==> config.mk <==
export PLATFORM = sky130hd
export DESIGN_NAME = asq_ctrl
export DESIGN_NICKNAME = d
export VERILOG_FILES = /design/src/verilog/asq_pkg.sv /design/src/verilog/asq_ctrl.sv /design/src/verilog/asq_lane.sv
export SDC_FILE = /design/constraint.sdc
export NUM_CORES = 1
export LEC_CHECK = 0
export ABC_CLOCK_PERIOD_IN_PS = 5300
export BUFFER_PORTS_ARGS = -buffer_cell sky130_fd_sc_hd__buf_2
export CELL_PAD_IN_SITES_DETAIL_PLACEMENT = 1
export CELL_PAD_IN_SITES_GLOBAL_PLACEMENT = 1
export CORE_MARGIN = 1.5
export CORE_UTILIZATION = 32
export DETAILED_ROUTE_END_ITERATION = 10
export GPL_ROUTABILITY_DRIVEN = 0
export GPL_TIMING_DRIVEN = 0
export PLACE_DENSITY = 0.66
export SYNTH_ARGS = -nofsm -noshare
export SYNTH_HDL_FRONTEND = slang
export SYNTH_SLANG_ARGS = --single-unit
export TNS_END_PERCENT = 100
==> constraint.sdc <==
create_clock -name core_clk_i -period 5.3 [get_ports core_clk_i]
set_input_delay 0 -clock core_clk_i [delete_from_list [all_inputs] [get_ports core_clk_i]]
set_output_delay 0 -clock core_clk_i [all_outputs]
set_load 0.02 [all_outputs]
==> src/verilog/asq_pkg.sv <==
// Notes on behaviour
// - hold address at least read cycle time
// - enable-driven read holds address, enable, strobe
// - strobe-ended write measured from its start
// - select-ended write measured from its start
// - wait turn-off delay before driving data
package asq_pkg;
    localparam int ASQ_ADDR_W = 19;
    localparam int ASQ_LANES = 4;
    localparam int ASQ_CLK_PERIOD_NS = 50;
    localparam int ASQ_READ_CYCLE_NS = 25;
    localparam int ASQ_ACCESS_NS = 25;
    localparam int ASQ_WRITE_PULSE_NS = 25;
    localparam int ASQ_TURNOFF_NS = 10;
    localparam int ASQ_HOLD_NS = 3;
    // least times round up, at least one cycle; read access rounds up then adds one more cycle
    localparam int ASQ_READ_CYC = (ASQ_ACCESS_NS + ASQ_CLK_PERIOD_NS - 1) / ASQ_CLK_PERIOD_NS + 1;
    localparam int ASQ_WRITE_CYC = (ASQ_WRITE_PULSE_NS + ASQ_CLK_PERIOD_NS - 1) / ASQ_CLK_PERIOD_NS;
    localparam int ASQ_TURNOFF_CYC = (ASQ_TURNOFF_NS + ASQ_CLK_PERIOD_NS - 1) / ASQ_CLK_PERIOD_NS;
    localparam int ASQ_HOLD_CYC = (ASQ_HOLD_NS + ASQ_CLK_PERIOD_NS - 1) / ASQ_CLK_PERIOD_NS;
    localparam int ASQ_CNT_W = 4;
    typedef enum logic [2:0]
    {
        ASQ_IDLE = 3'b000,
        ASQ_RD_SETUP = 3'b001,
        ASQ_RD_WAIT = 3'b010,
        ASQ_WR_TURN = 3'b011,
        ASQ_WR_PULSE = 3'b100,
        ASQ_WR_HOLD = 3'b101
    } asq_state_t;
endpackage

==> src/verilog/asq_ctrl.sv <==
module asq_ctrl
    import asq_pkg::*;
(
    input wire logic core_clk_i,
    input wire logic resetn_i,
    input wire logic req_valid_i,
    input wire logic req_write_i,
    input wire logic [ASQ_ADDR_W-1:0] req_addr_i,
    input wire logic [ASQ_LANES-1:0] req_lanes_i,
    input wire logic [8*ASQ_LANES-1:0] req_wdata_i,
    output logic req_ready_o,
    output logic rsp_valid_o,
    output logic [8*ASQ_LANES-1:0] rsp_rdata_o,
    output logic [ASQ_ADDR_W-1:0] mem_addr_o,
    output logic [ASQ_LANES-1:0] byte_select_n_o,
    output logic [ASQ_LANES-1:0] byte_write_strobe_n_o,
    output logic output_enable_n_o,
    input wire logic [8*ASQ_LANES-1:0] dq_i,
    output logic [8*ASQ_LANES-1:0] dq_o,
    output logic [ASQ_LANES-1:0] dq_oe_n_o
);
    typedef struct packed
    {
        asq_state_t state;
        logic [ASQ_CNT_W-1:0] cnt;
        logic [ASQ_ADDR_W-1:0] addr;
        logic [ASQ_LANES-1:0] lanes;
        logic [8*ASQ_LANES-1:0] wdata;
        logic sel;
        logic wr;
        logic drive;
        logic oe_n;
        logic capture;
        logic ready;
        logic rsp;
    } asq_ctrl_st_t;
    asq_ctrl_st_t st_ff;
    asq_ctrl_st_t nxt_st;
    logic [1:0] rst_sync_ff;
    logic rst_n;
    always_ff @(posedge core_clk_i or negedge resetn_i)
    begin
        if (!resetn_i)
        begin
            rst_sync_ff <= 2'b00;
        end
        else
        begin
            rst_sync_ff <= {rst_sync_ff[0], 1'b1};
        end
    end
    assign rst_n = rst_sync_ff[1];
    always_comb
    begin
        nxt_st = st_ff;
        nxt_st.capture = 1'b0;
        nxt_st.rsp = 1'b0;
        case (st_ff.state)
            ASQ_IDLE:
            begin
                nxt_st.sel = 1'b0;
                nxt_st.wr = 1'b0;
                nxt_st.drive = 1'b0;
                nxt_st.oe_n = 1'b1;
                if (!st_ff.ready)
                begin
                    nxt_st.ready = 1'b1;
                end
                else if (req_valid_i && req_lanes_i != 4'h0)
                begin
                    nxt_st.ready = 1'b0;
                    nxt_st.addr = req_addr_i;
                    nxt_st.lanes = req_lanes_i;
                    nxt_st.wdata = req_wdata_i;
                    nxt_st.cnt = '0;
                    nxt_st.state = req_write_i ? ASQ_WR_TURN : ASQ_RD_SETUP;
                end
            end
            ASQ_RD_SETUP:
            begin
                nxt_st.sel = 1'b1;
                nxt_st.oe_n = 1'b0;
                nxt_st.state = ASQ_RD_WAIT;
            end
            ASQ_RD_WAIT:
            begin
                nxt_st.cnt = st_ff.cnt + 4'h1;
                if (st_ff.cnt == 4'(ASQ_READ_CYC - 1))
                begin
                    nxt_st.capture = 1'b1;
                    nxt_st.state = ASQ_WR_HOLD;
                    nxt_st.cnt = '0;
                end
            end
            ASQ_WR_TURN:
            begin
                nxt_st.sel = 1'b1;
                nxt_st.wr = 1'b1;
                nxt_st.cnt = st_ff.cnt + 4'h1;
                // data drivers start only after the strobe has been low for the turn-off time
                if (st_ff.cnt == 4'(ASQ_TURNOFF_CYC))
                begin
                    nxt_st.drive = 1'b1;
                    nxt_st.cnt = '0;
                    nxt_st.state = ASQ_WR_PULSE;
                end
            end
            ASQ_WR_PULSE:
            begin
                nxt_st.cnt = st_ff.cnt + 4'h1;
                if (st_ff.cnt == 4'(ASQ_WRITE_CYC - 1))
                begin
                    nxt_st.wr = 1'b0;
                    nxt_st.cnt = '0;
                    nxt_st.state = ASQ_WR_HOLD;
                end
            end
            ASQ_WR_HOLD:
            begin
                nxt_st.wr = 1'b0;
                nxt_st.oe_n = 1'b1;
                nxt_st.cnt = st_ff.cnt + 4'h1;
                if (st_ff.cnt == 4'(ASQ_HOLD_CYC - 1))
                begin
                    nxt_st.sel = 1'b0;
                    nxt_st.drive = 1'b0;
                    nxt_st.rsp = ~st_ff.drive;
                    nxt_st.ready = 1'b1;
                    nxt_st.state = ASQ_IDLE;
                end
            end
            default:
            begin
                nxt_st.state = ASQ_IDLE;
                nxt_st.ready = 1'b1;
            end
        endcase
    end
    always_ff @(posedge core_clk_i or negedge rst_n)
    begin
        if (!rst_n)
        begin
            st_ff <= '{state: ASQ_IDLE, cnt: '0, addr: '0, lanes: '0, wdata: '0, sel: 1'b0, wr: 1'b0,
                       drive: 1'b0, oe_n: 1'b1, capture: 1'b0, ready: 1'b0, rsp: 1'b0};
        end
        else
        begin
            st_ff <= nxt_st;
        end
    end
    genvar gi;
    generate
        for (gi = 0; gi < ASQ_LANES; gi++)
        begin : g_lane
            asq_lane u_lane
            (
                .core_clk_i(core_clk_i),
                .rst_n(rst_n),
                .sel_i(nxt_st.sel & nxt_st.lanes[gi]),
                .wr_i(nxt_st.wr),
                .drive_i(nxt_st.drive),
                .wdata_i(nxt_st.wdata[8*gi +: 8]),
                .capture_i(st_ff.capture & st_ff.lanes[gi]),
                .dq_in_i(dq_i[8*gi +: 8]),
                .byte_select_n_o(byte_select_n_o[gi]),
                .byte_write_strobe_n_o(byte_write_strobe_n_o[gi]),
                .dq_out_o(dq_o[8*gi +: 8]),
                .dq_oe_n_o(dq_oe_n_o[gi]),
                .rdata_o(rsp_rdata_o[8*gi +: 8])
            );
        end
    endgenerate
    logic rsp_dly_ff;
    always_ff @(posedge core_clk_i or negedge rst_n)
    begin
        if (!rst_n)
        begin
            rsp_dly_ff <= 1'b0;
        end
        else
        begin
            rsp_dly_ff <= st_ff.rsp;
        end
    end
    assign req_ready_o = st_ff.ready;
    assign rsp_valid_o = rsp_dly_ff;
    assign mem_addr_o = st_ff.addr;
    assign output_enable_n_o = st_ff.oe_n;
endmodule

==> src/verilog/asq_lane.sv <==
module asq_lane
    import asq_pkg::*;
(
    input wire logic core_clk_i,
    input wire logic rst_n,
    input wire logic sel_i,
    input wire logic wr_i,
    input wire logic drive_i,
    input wire logic [7:0] wdata_i,
    input wire logic capture_i,
    input wire logic [7:0] dq_in_i,
    output logic byte_select_n_o,
    output logic byte_write_strobe_n_o,
    output logic [7:0] dq_out_o,
    output logic dq_oe_n_o,
    output logic [7:0] rdata_o
);
    typedef struct packed
    {
        logic sel_n;
        logic we_n;
        logic [7:0] dout;
        logic oe_n;
        logic [7:0] rdata;
    } asq_lane_st_t;
    asq_lane_st_t lane_ff;
    asq_lane_st_t nxt_lane;
    always_comb
    begin
        nxt_lane = lane_ff;
        nxt_lane.sel_n = ~sel_i;
        nxt_lane.we_n = ~(sel_i & wr_i);
        nxt_lane.oe_n = ~(sel_i & drive_i);
        nxt_lane.dout = wdata_i;
        if (capture_i)
        begin
            nxt_lane.rdata = dq_in_i;
        end
    end
    always_ff @(posedge core_clk_i or negedge rst_n)
    begin
        if (!rst_n)
        begin
            lane_ff <= '{sel_n: 1'b1, we_n: 1'b1, dout: 8'h00, oe_n: 1'b1, rdata: 8'h00};
        end
        else
        begin
            lane_ff <= nxt_lane;
        end
    end
    assign byte_select_n_o = lane_ff.sel_n;
    assign byte_write_strobe_n_o = lane_ff.we_n;
    assign dq_out_o = lane_ff.dout;
    assign dq_oe_n_o = lane_ff.oe_n;
    assign rdata_o = lane_ff.rdata;
endmodule

# After elaboration in Yosys (flattened, before gate mapping)
# Cells that the tools add are included.
dict set report op_classes {
  add_sub_neg 1
  mul 0
  div 0
  order_cmp 0
  n_eq_ne 12
  shift 0
  muxes 25
  n_bitwise 30
  reduce_logical 13
}
# operator count
set ops {}
lappend ops {{$mux 62} 2}
lappend ops {{$mux 36} 1}
lappend ops {{$mux 7} 3}
lappend ops {{$pmux 4 s5} 1}
lappend ops {{$pmux 3 s6} 1}
lappend ops {{$and 1x1->1} 16}
lappend ops {{$not 1->1} 14}
lappend ops {{$ne 2x2->1 const B} 6}
lappend ops {{$pmux 1 s3} 4}
lappend ops {{$mux 1} 9}
lappend ops {{$eq 3x2->1 const B} 2}
lappend ops {{$eq 3x3->1 const B} 2}
lappend ops {{$reduce_and 3->1} 2}
lappend ops {{$reduce_and 6->1} 1}
lappend ops {{$reduce_bool 5->1} 1}
lappend ops {{$add 4x1->4 const B} 1}
lappend ops {{$eq 4x1->1 const B} 1}
lappend ops {{$logic_not 4->1} 1}
lappend ops {{$mux 2} 2}
lappend ops {{$reduce_bool 4->1} 1}
lappend ops {{$reduce_or 2->1} 2}
lappend ops {{$reduce_or 4->1} 1}
lappend ops {{$eq 3x1->1 const B} 1}
lappend ops {{$logic_not 3->1} 1}
lappend ops {{5 further kinds} 5}
dict set report word_totals {
  regBits 148
  latchBits 0
  mem_bits_rw 0
  mem_bits_ro 0
  output_inout_bits 98
  wordCells 115
  n_memories 0
}

# Logic depth before layout (Yosys ltp)
dict set report logic_depth {
  depth_word 8
  ltp_mapped 7
  depth_no_buf 6
}

# Hierarchy
# Synthesis repeated with hierarchy kept, for this count alone.
dict set report unflattened {
  hier_cells 356
  area_unflattened_um2 5616.6
}
# module instances cells_each area_each_um2 seq_area_each_um2
set modules_own_cells {}
lappend modules_own_cells {asq_ctrl 1 232 3129.3 1803.0}
lappend modules_own_cells {asq_lane 4 31 621.8 479.2}

# Worst setup path before layout
# OpenSTA, ideal clock, no wires.
dict set report synth_path {
  kind {register to register}
  from {register st_ff[66] (netlist name)}
  to {register g_lane[1].u_lane.lane_ff, in the netlist g_lane[1].u_lane.dq_out_o[0]}
  arrival_ns 1.522
  t_required_ns 5.173
  slack_ns 3.650
  stages_incl_launch_ff 7
  n_path_buf 3
  period_less_slack_ns 1.650
  path_cell_list {dfrtp_1 > buf_2 > nor2_2 > nor4b_4 > buf_6 > buf_6 > mux2_1}
}
dict set report synth_between {
  elab_chain_len 2
}
# element line_no
set synth_lines {}
lappend synth_lines {{start, declared} asq_ctrl.sv:37} ;# asq_ctrl_st_t st_ff;
lappend synth_lines {{start signal, assigned} asq_ctrl.sv:143} ;# st_ff <= '{state: ASQ_IDLE, cnt: '0, addr: '0, lanes: '0, wdata: '0, sel: 1'b0, wr: 1'b0,
lappend synth_lines {{start signal, assigned} asq_ctrl.sv:148} ;# st_ff <= nxt_st;
lappend synth_lines {{$logic_not 3->1} asq_ctrl.sv:58} ;# case (st_ff.state)
lappend synth_lines {{$mux 36} asq_ctrl.sv:58}
lappend synth_lines {{end signal, assigned} asq_lane.sv:44} ;# lane_ff <= '{sel_n: 1'b1, we_n: 1'b1, dout: 8'h00, oe_n: 1'b1, rdata: 8'h00};
lappend synth_lines {{end signal, assigned} asq_lane.sv:48} ;# lane_ff <= nxt_lane;
lappend synth_lines {{end, declared} asq_lane.sv:26} ;# asq_lane_st_t lane_ff;
# No other way between the ends.
# A chain may end at the register's enable or synchronous reset.

# Worst setup path in the final report
# Same ends and word-level chain as after synthesis.

==> results.yml <==
clocking:
  clk_pin_slew_worst_paths_ps: 50
  clk_latency_ps: 410
  cts.sinks: 116
  clockBufferDepth: 2
  cts_tree: "yes"
  cts_resized: 0
  cts-root-buf: "clkbuf_16"
  numCtsBuffers: 17
  htree_levels: 4
global_routing:
  met2_usage: 0.314
  grt.busiest_layer: "met2"
  grt_pass1_wl_um: 21200
  grt_use_met1: 0.187
  groute.usage.overall: 0.171
  grt_max_degree: 50
  grt_overflow: 0
  antenna_found_initial: 0
  gr-usage-met3: 0.0511
  grt_pass1_vias: 4059
logic_synthesis:
  synth-edff-count: 0
  synth_cell_types: 40
  syn-cell-area_um2: 4960
  synth_warnings: 0
  yosysTopAreaCellShare: 0.519
  synth_top_flop_cell: "dfrtp_1"
  async_flop_share: 1.00
  synthCells: 355
  synth_most_common_cell: "dfrtp_1"
  syn_avg_cell_area_um2: 14.0
  synth_common_cells: "103 x dfrtp_1, 70 x mux2_2, 63 x buf_4"
  yosysSeqAreaShare: 0.588
  syn_nets: 449
  synthTopCellsByArea: "dfrtp_1 52%, mux2_2 16%, buf_4 9.5%"
  synth-seq-cells: 116
  synth.largest_area_cell: "dfrtp_1"
cells_and_area:
  area_growth_pct: 55.4
  final_nets: 748
  fin_area_um2: 7710
  drive_above_1_share: 0.577
  num_antenna_cells: 0
floorplanning:
  chipHeight_um: 128
  core_area_um2: 15100
  pin_count: 189
  rows: 45
  fp.dieW_um: 128
  dieArea_um2: 16300
  initial_core_util: 0.328
power:
  leakage_nw: 3.68
  ir_worst_vdd_uv: 249
  pwr_density_cell_nw_per_um2: 626
  power_mw: 4.82
sta:
  slew_violations: 0
  slew_headroom: 0.584
  finalHoldViolations: 0
  setup_ws_ps: 3320
  post-route-min-period_ps: 1980
  tightest_slew_ps: 618
  rsz0062_at_grt: "false"
  setup_tns_ps: 0
  setup_violations: 0
  finalClockSkew_ps: 7.22
  max_freq_ghz: 0.506
  fin_crit_sh: 0.373
detailed_routing:
  vias_per_cell: 4.39
  drt-pass1-iter-count: 4
  wl_per_cell_um: 15.5
  vias: 3754
  wirelength_um: 13200
  drc: 0
  drtIter0Drc: 89
  drtAntennaViolNets: 0
run:
  cap_viol_max_count: 0
worst_setup_path:
  worstPathArrival_ps: 2260
  regToRegSetupSlack_ps: 3320
  critPathKind: "reg -> reg"
  required_ps: 5580
  cp-end-kind: "flip-flop"
  critPathMaxFanout: 10
  start_kind: "flip-flop"
min_path:
  hp-class: "in -> reg"
placed_design:
  place_area_um2: 6190
  numPortBuffers: 188
  pre_cts_slack_ps: 3290
  hpwl_um: 8730
outcome:
  status: "complete, no violations"
-- layout make-up --
type                    count  area, um^2
multi-input cells         158        1470
plain buffers              72         536
flip-flops and latches    116        2920
well taps                 188         235
inverters                   9        33.8
clock inverters             9         151
repair buffers            280        1890
fillers                  1596        7440
clock buffers              23         468
-- flip-flops by register name, summed over array words and instances (netlist names) --
signal                               cells
mem_addr_o                              19
g_lane.u_lane.byte_write_strobe_n_o      4
output_enable_n_o                        1
rsp_valid_o                              1
g_lane.u_lane.dq_oe_n_o                  4
req_ready_o                              1
rst_sync_ff                              2
g_lane.u_lane.byte_select_n_o            4
g_lane.u_lane.dq_out_o                  28
g_lane.u_lane.rdata_o                   32
st_ff                                   20
-- what timing repair did --
| action | in CTS | in global routing |
|---|---|---|
| hold buffers | 90 | 0 |
| buffers inserted | 0 | 0 |
| hold endpoints to repair | 102 | 0 |
| endpoints found under the setup margin | 0 | 0 |
-- logic make-up (layout without fill, tap and decap cells) --
kind of cell,Yosys count,count (layout),synth area share
xor+xnor,2,2,0.00353
buf+inv,81,393,0.115
compound gates,21,21,0.0353
flops,116,116,0.588
fa+ha+maj,3,3,0.00757
simple gates,47,47,0.0593
mux,84,84,0.191
other cells,1,1,0.000756
-- cells in the final DEF, fill, tap and decap left out, types with 3 or more instances in the layout --
cell type      netlist  routed
buf_2                5     193
buf_4               63      63
buf_6                3       3
bufinv_16            0       4
clkbuf_1             0       4
clkbuf_16            0      17
clkinv_2             0       3
dfrtp_1            103     102
dfstp_2             13      13
dlygate4sd3_1        0      90
ha_1                 3       3
inv_1                9       9
mux2_1              14      14
mux2_2              70      70
nand2_1             20      20
nand2b_1             4       4
nor2_1               4       4
nor2b_1              3       3
nor3_1               3       3
o21ai_0              5       5
o2bb2ai_2            4       4
-- power by group --
group,switching (mW),internal (mW)
clock,0.388,0.809
combinational,1.07,1.01
sequential,0.226,1.32
total,1.68,3.14
-- layer usage --
layer  vias to the layer above  wire (um)  part of all wire
met3                        14        599             0.045
met1                      1889       5070              0.38
met2                        92       7350              0.56
met4                         0        204             0.015
met5                         -          0                 0
li1                       1759          -                 -
-- final timing paths --
kind,depth (start not counted),from,end
worst max-delay path,6,st_ff[66]$_DFFE_PN0P_,g_lane[1].u_lane.dq_out_o[0]$_DFFE_PN0P_
worst min-delay path,4,req_valid_i,st_ff[67]$_DFFE_PN0P_
worst max register to register,6,st_ff[66]$_DFFE_PN0P_,g_lane[1].u_lane.dq_out_o[0]$_DFFE_PN0P_
worst min register to register,0,rst_sync_ff[1]$_DFF_PN0_,mem_addr_o[14]$_DFFE_PN0P_
max in group asynchronous,2,rst_sync_ff[1]$_DFF_PN0_,g_lane[2].u_lane.dq_oe_n_o$_DFF_PN1_
min in group asynchronous,0,rst_sync_ff[1]$_DFF_PN0_,mem_addr_o[14]$_DFFE_PN0P_
-- worst max-delay path, stage by stage, from the launching register on --
cell     delay [ps]
dfrtp_1         350
buf_2           180
nor2_2          160
nor4b_4         400
buf_6           240
buf_6           180
mux2_1          340
-- metrics by stage --
step | hold WS, ps | util | std cells
final | 110 | 0.509 | 855
after global routing | 128 | 0.509 | 855
after CTS | 96.9 | 0.509 | 855
after detailed placement | -210 | 0.409 | 733
after global placement | -214 | 0.405 | 731
after floorplan | -296 | - | 355
No activity file was read; power rests on OpenSTA's default activity.
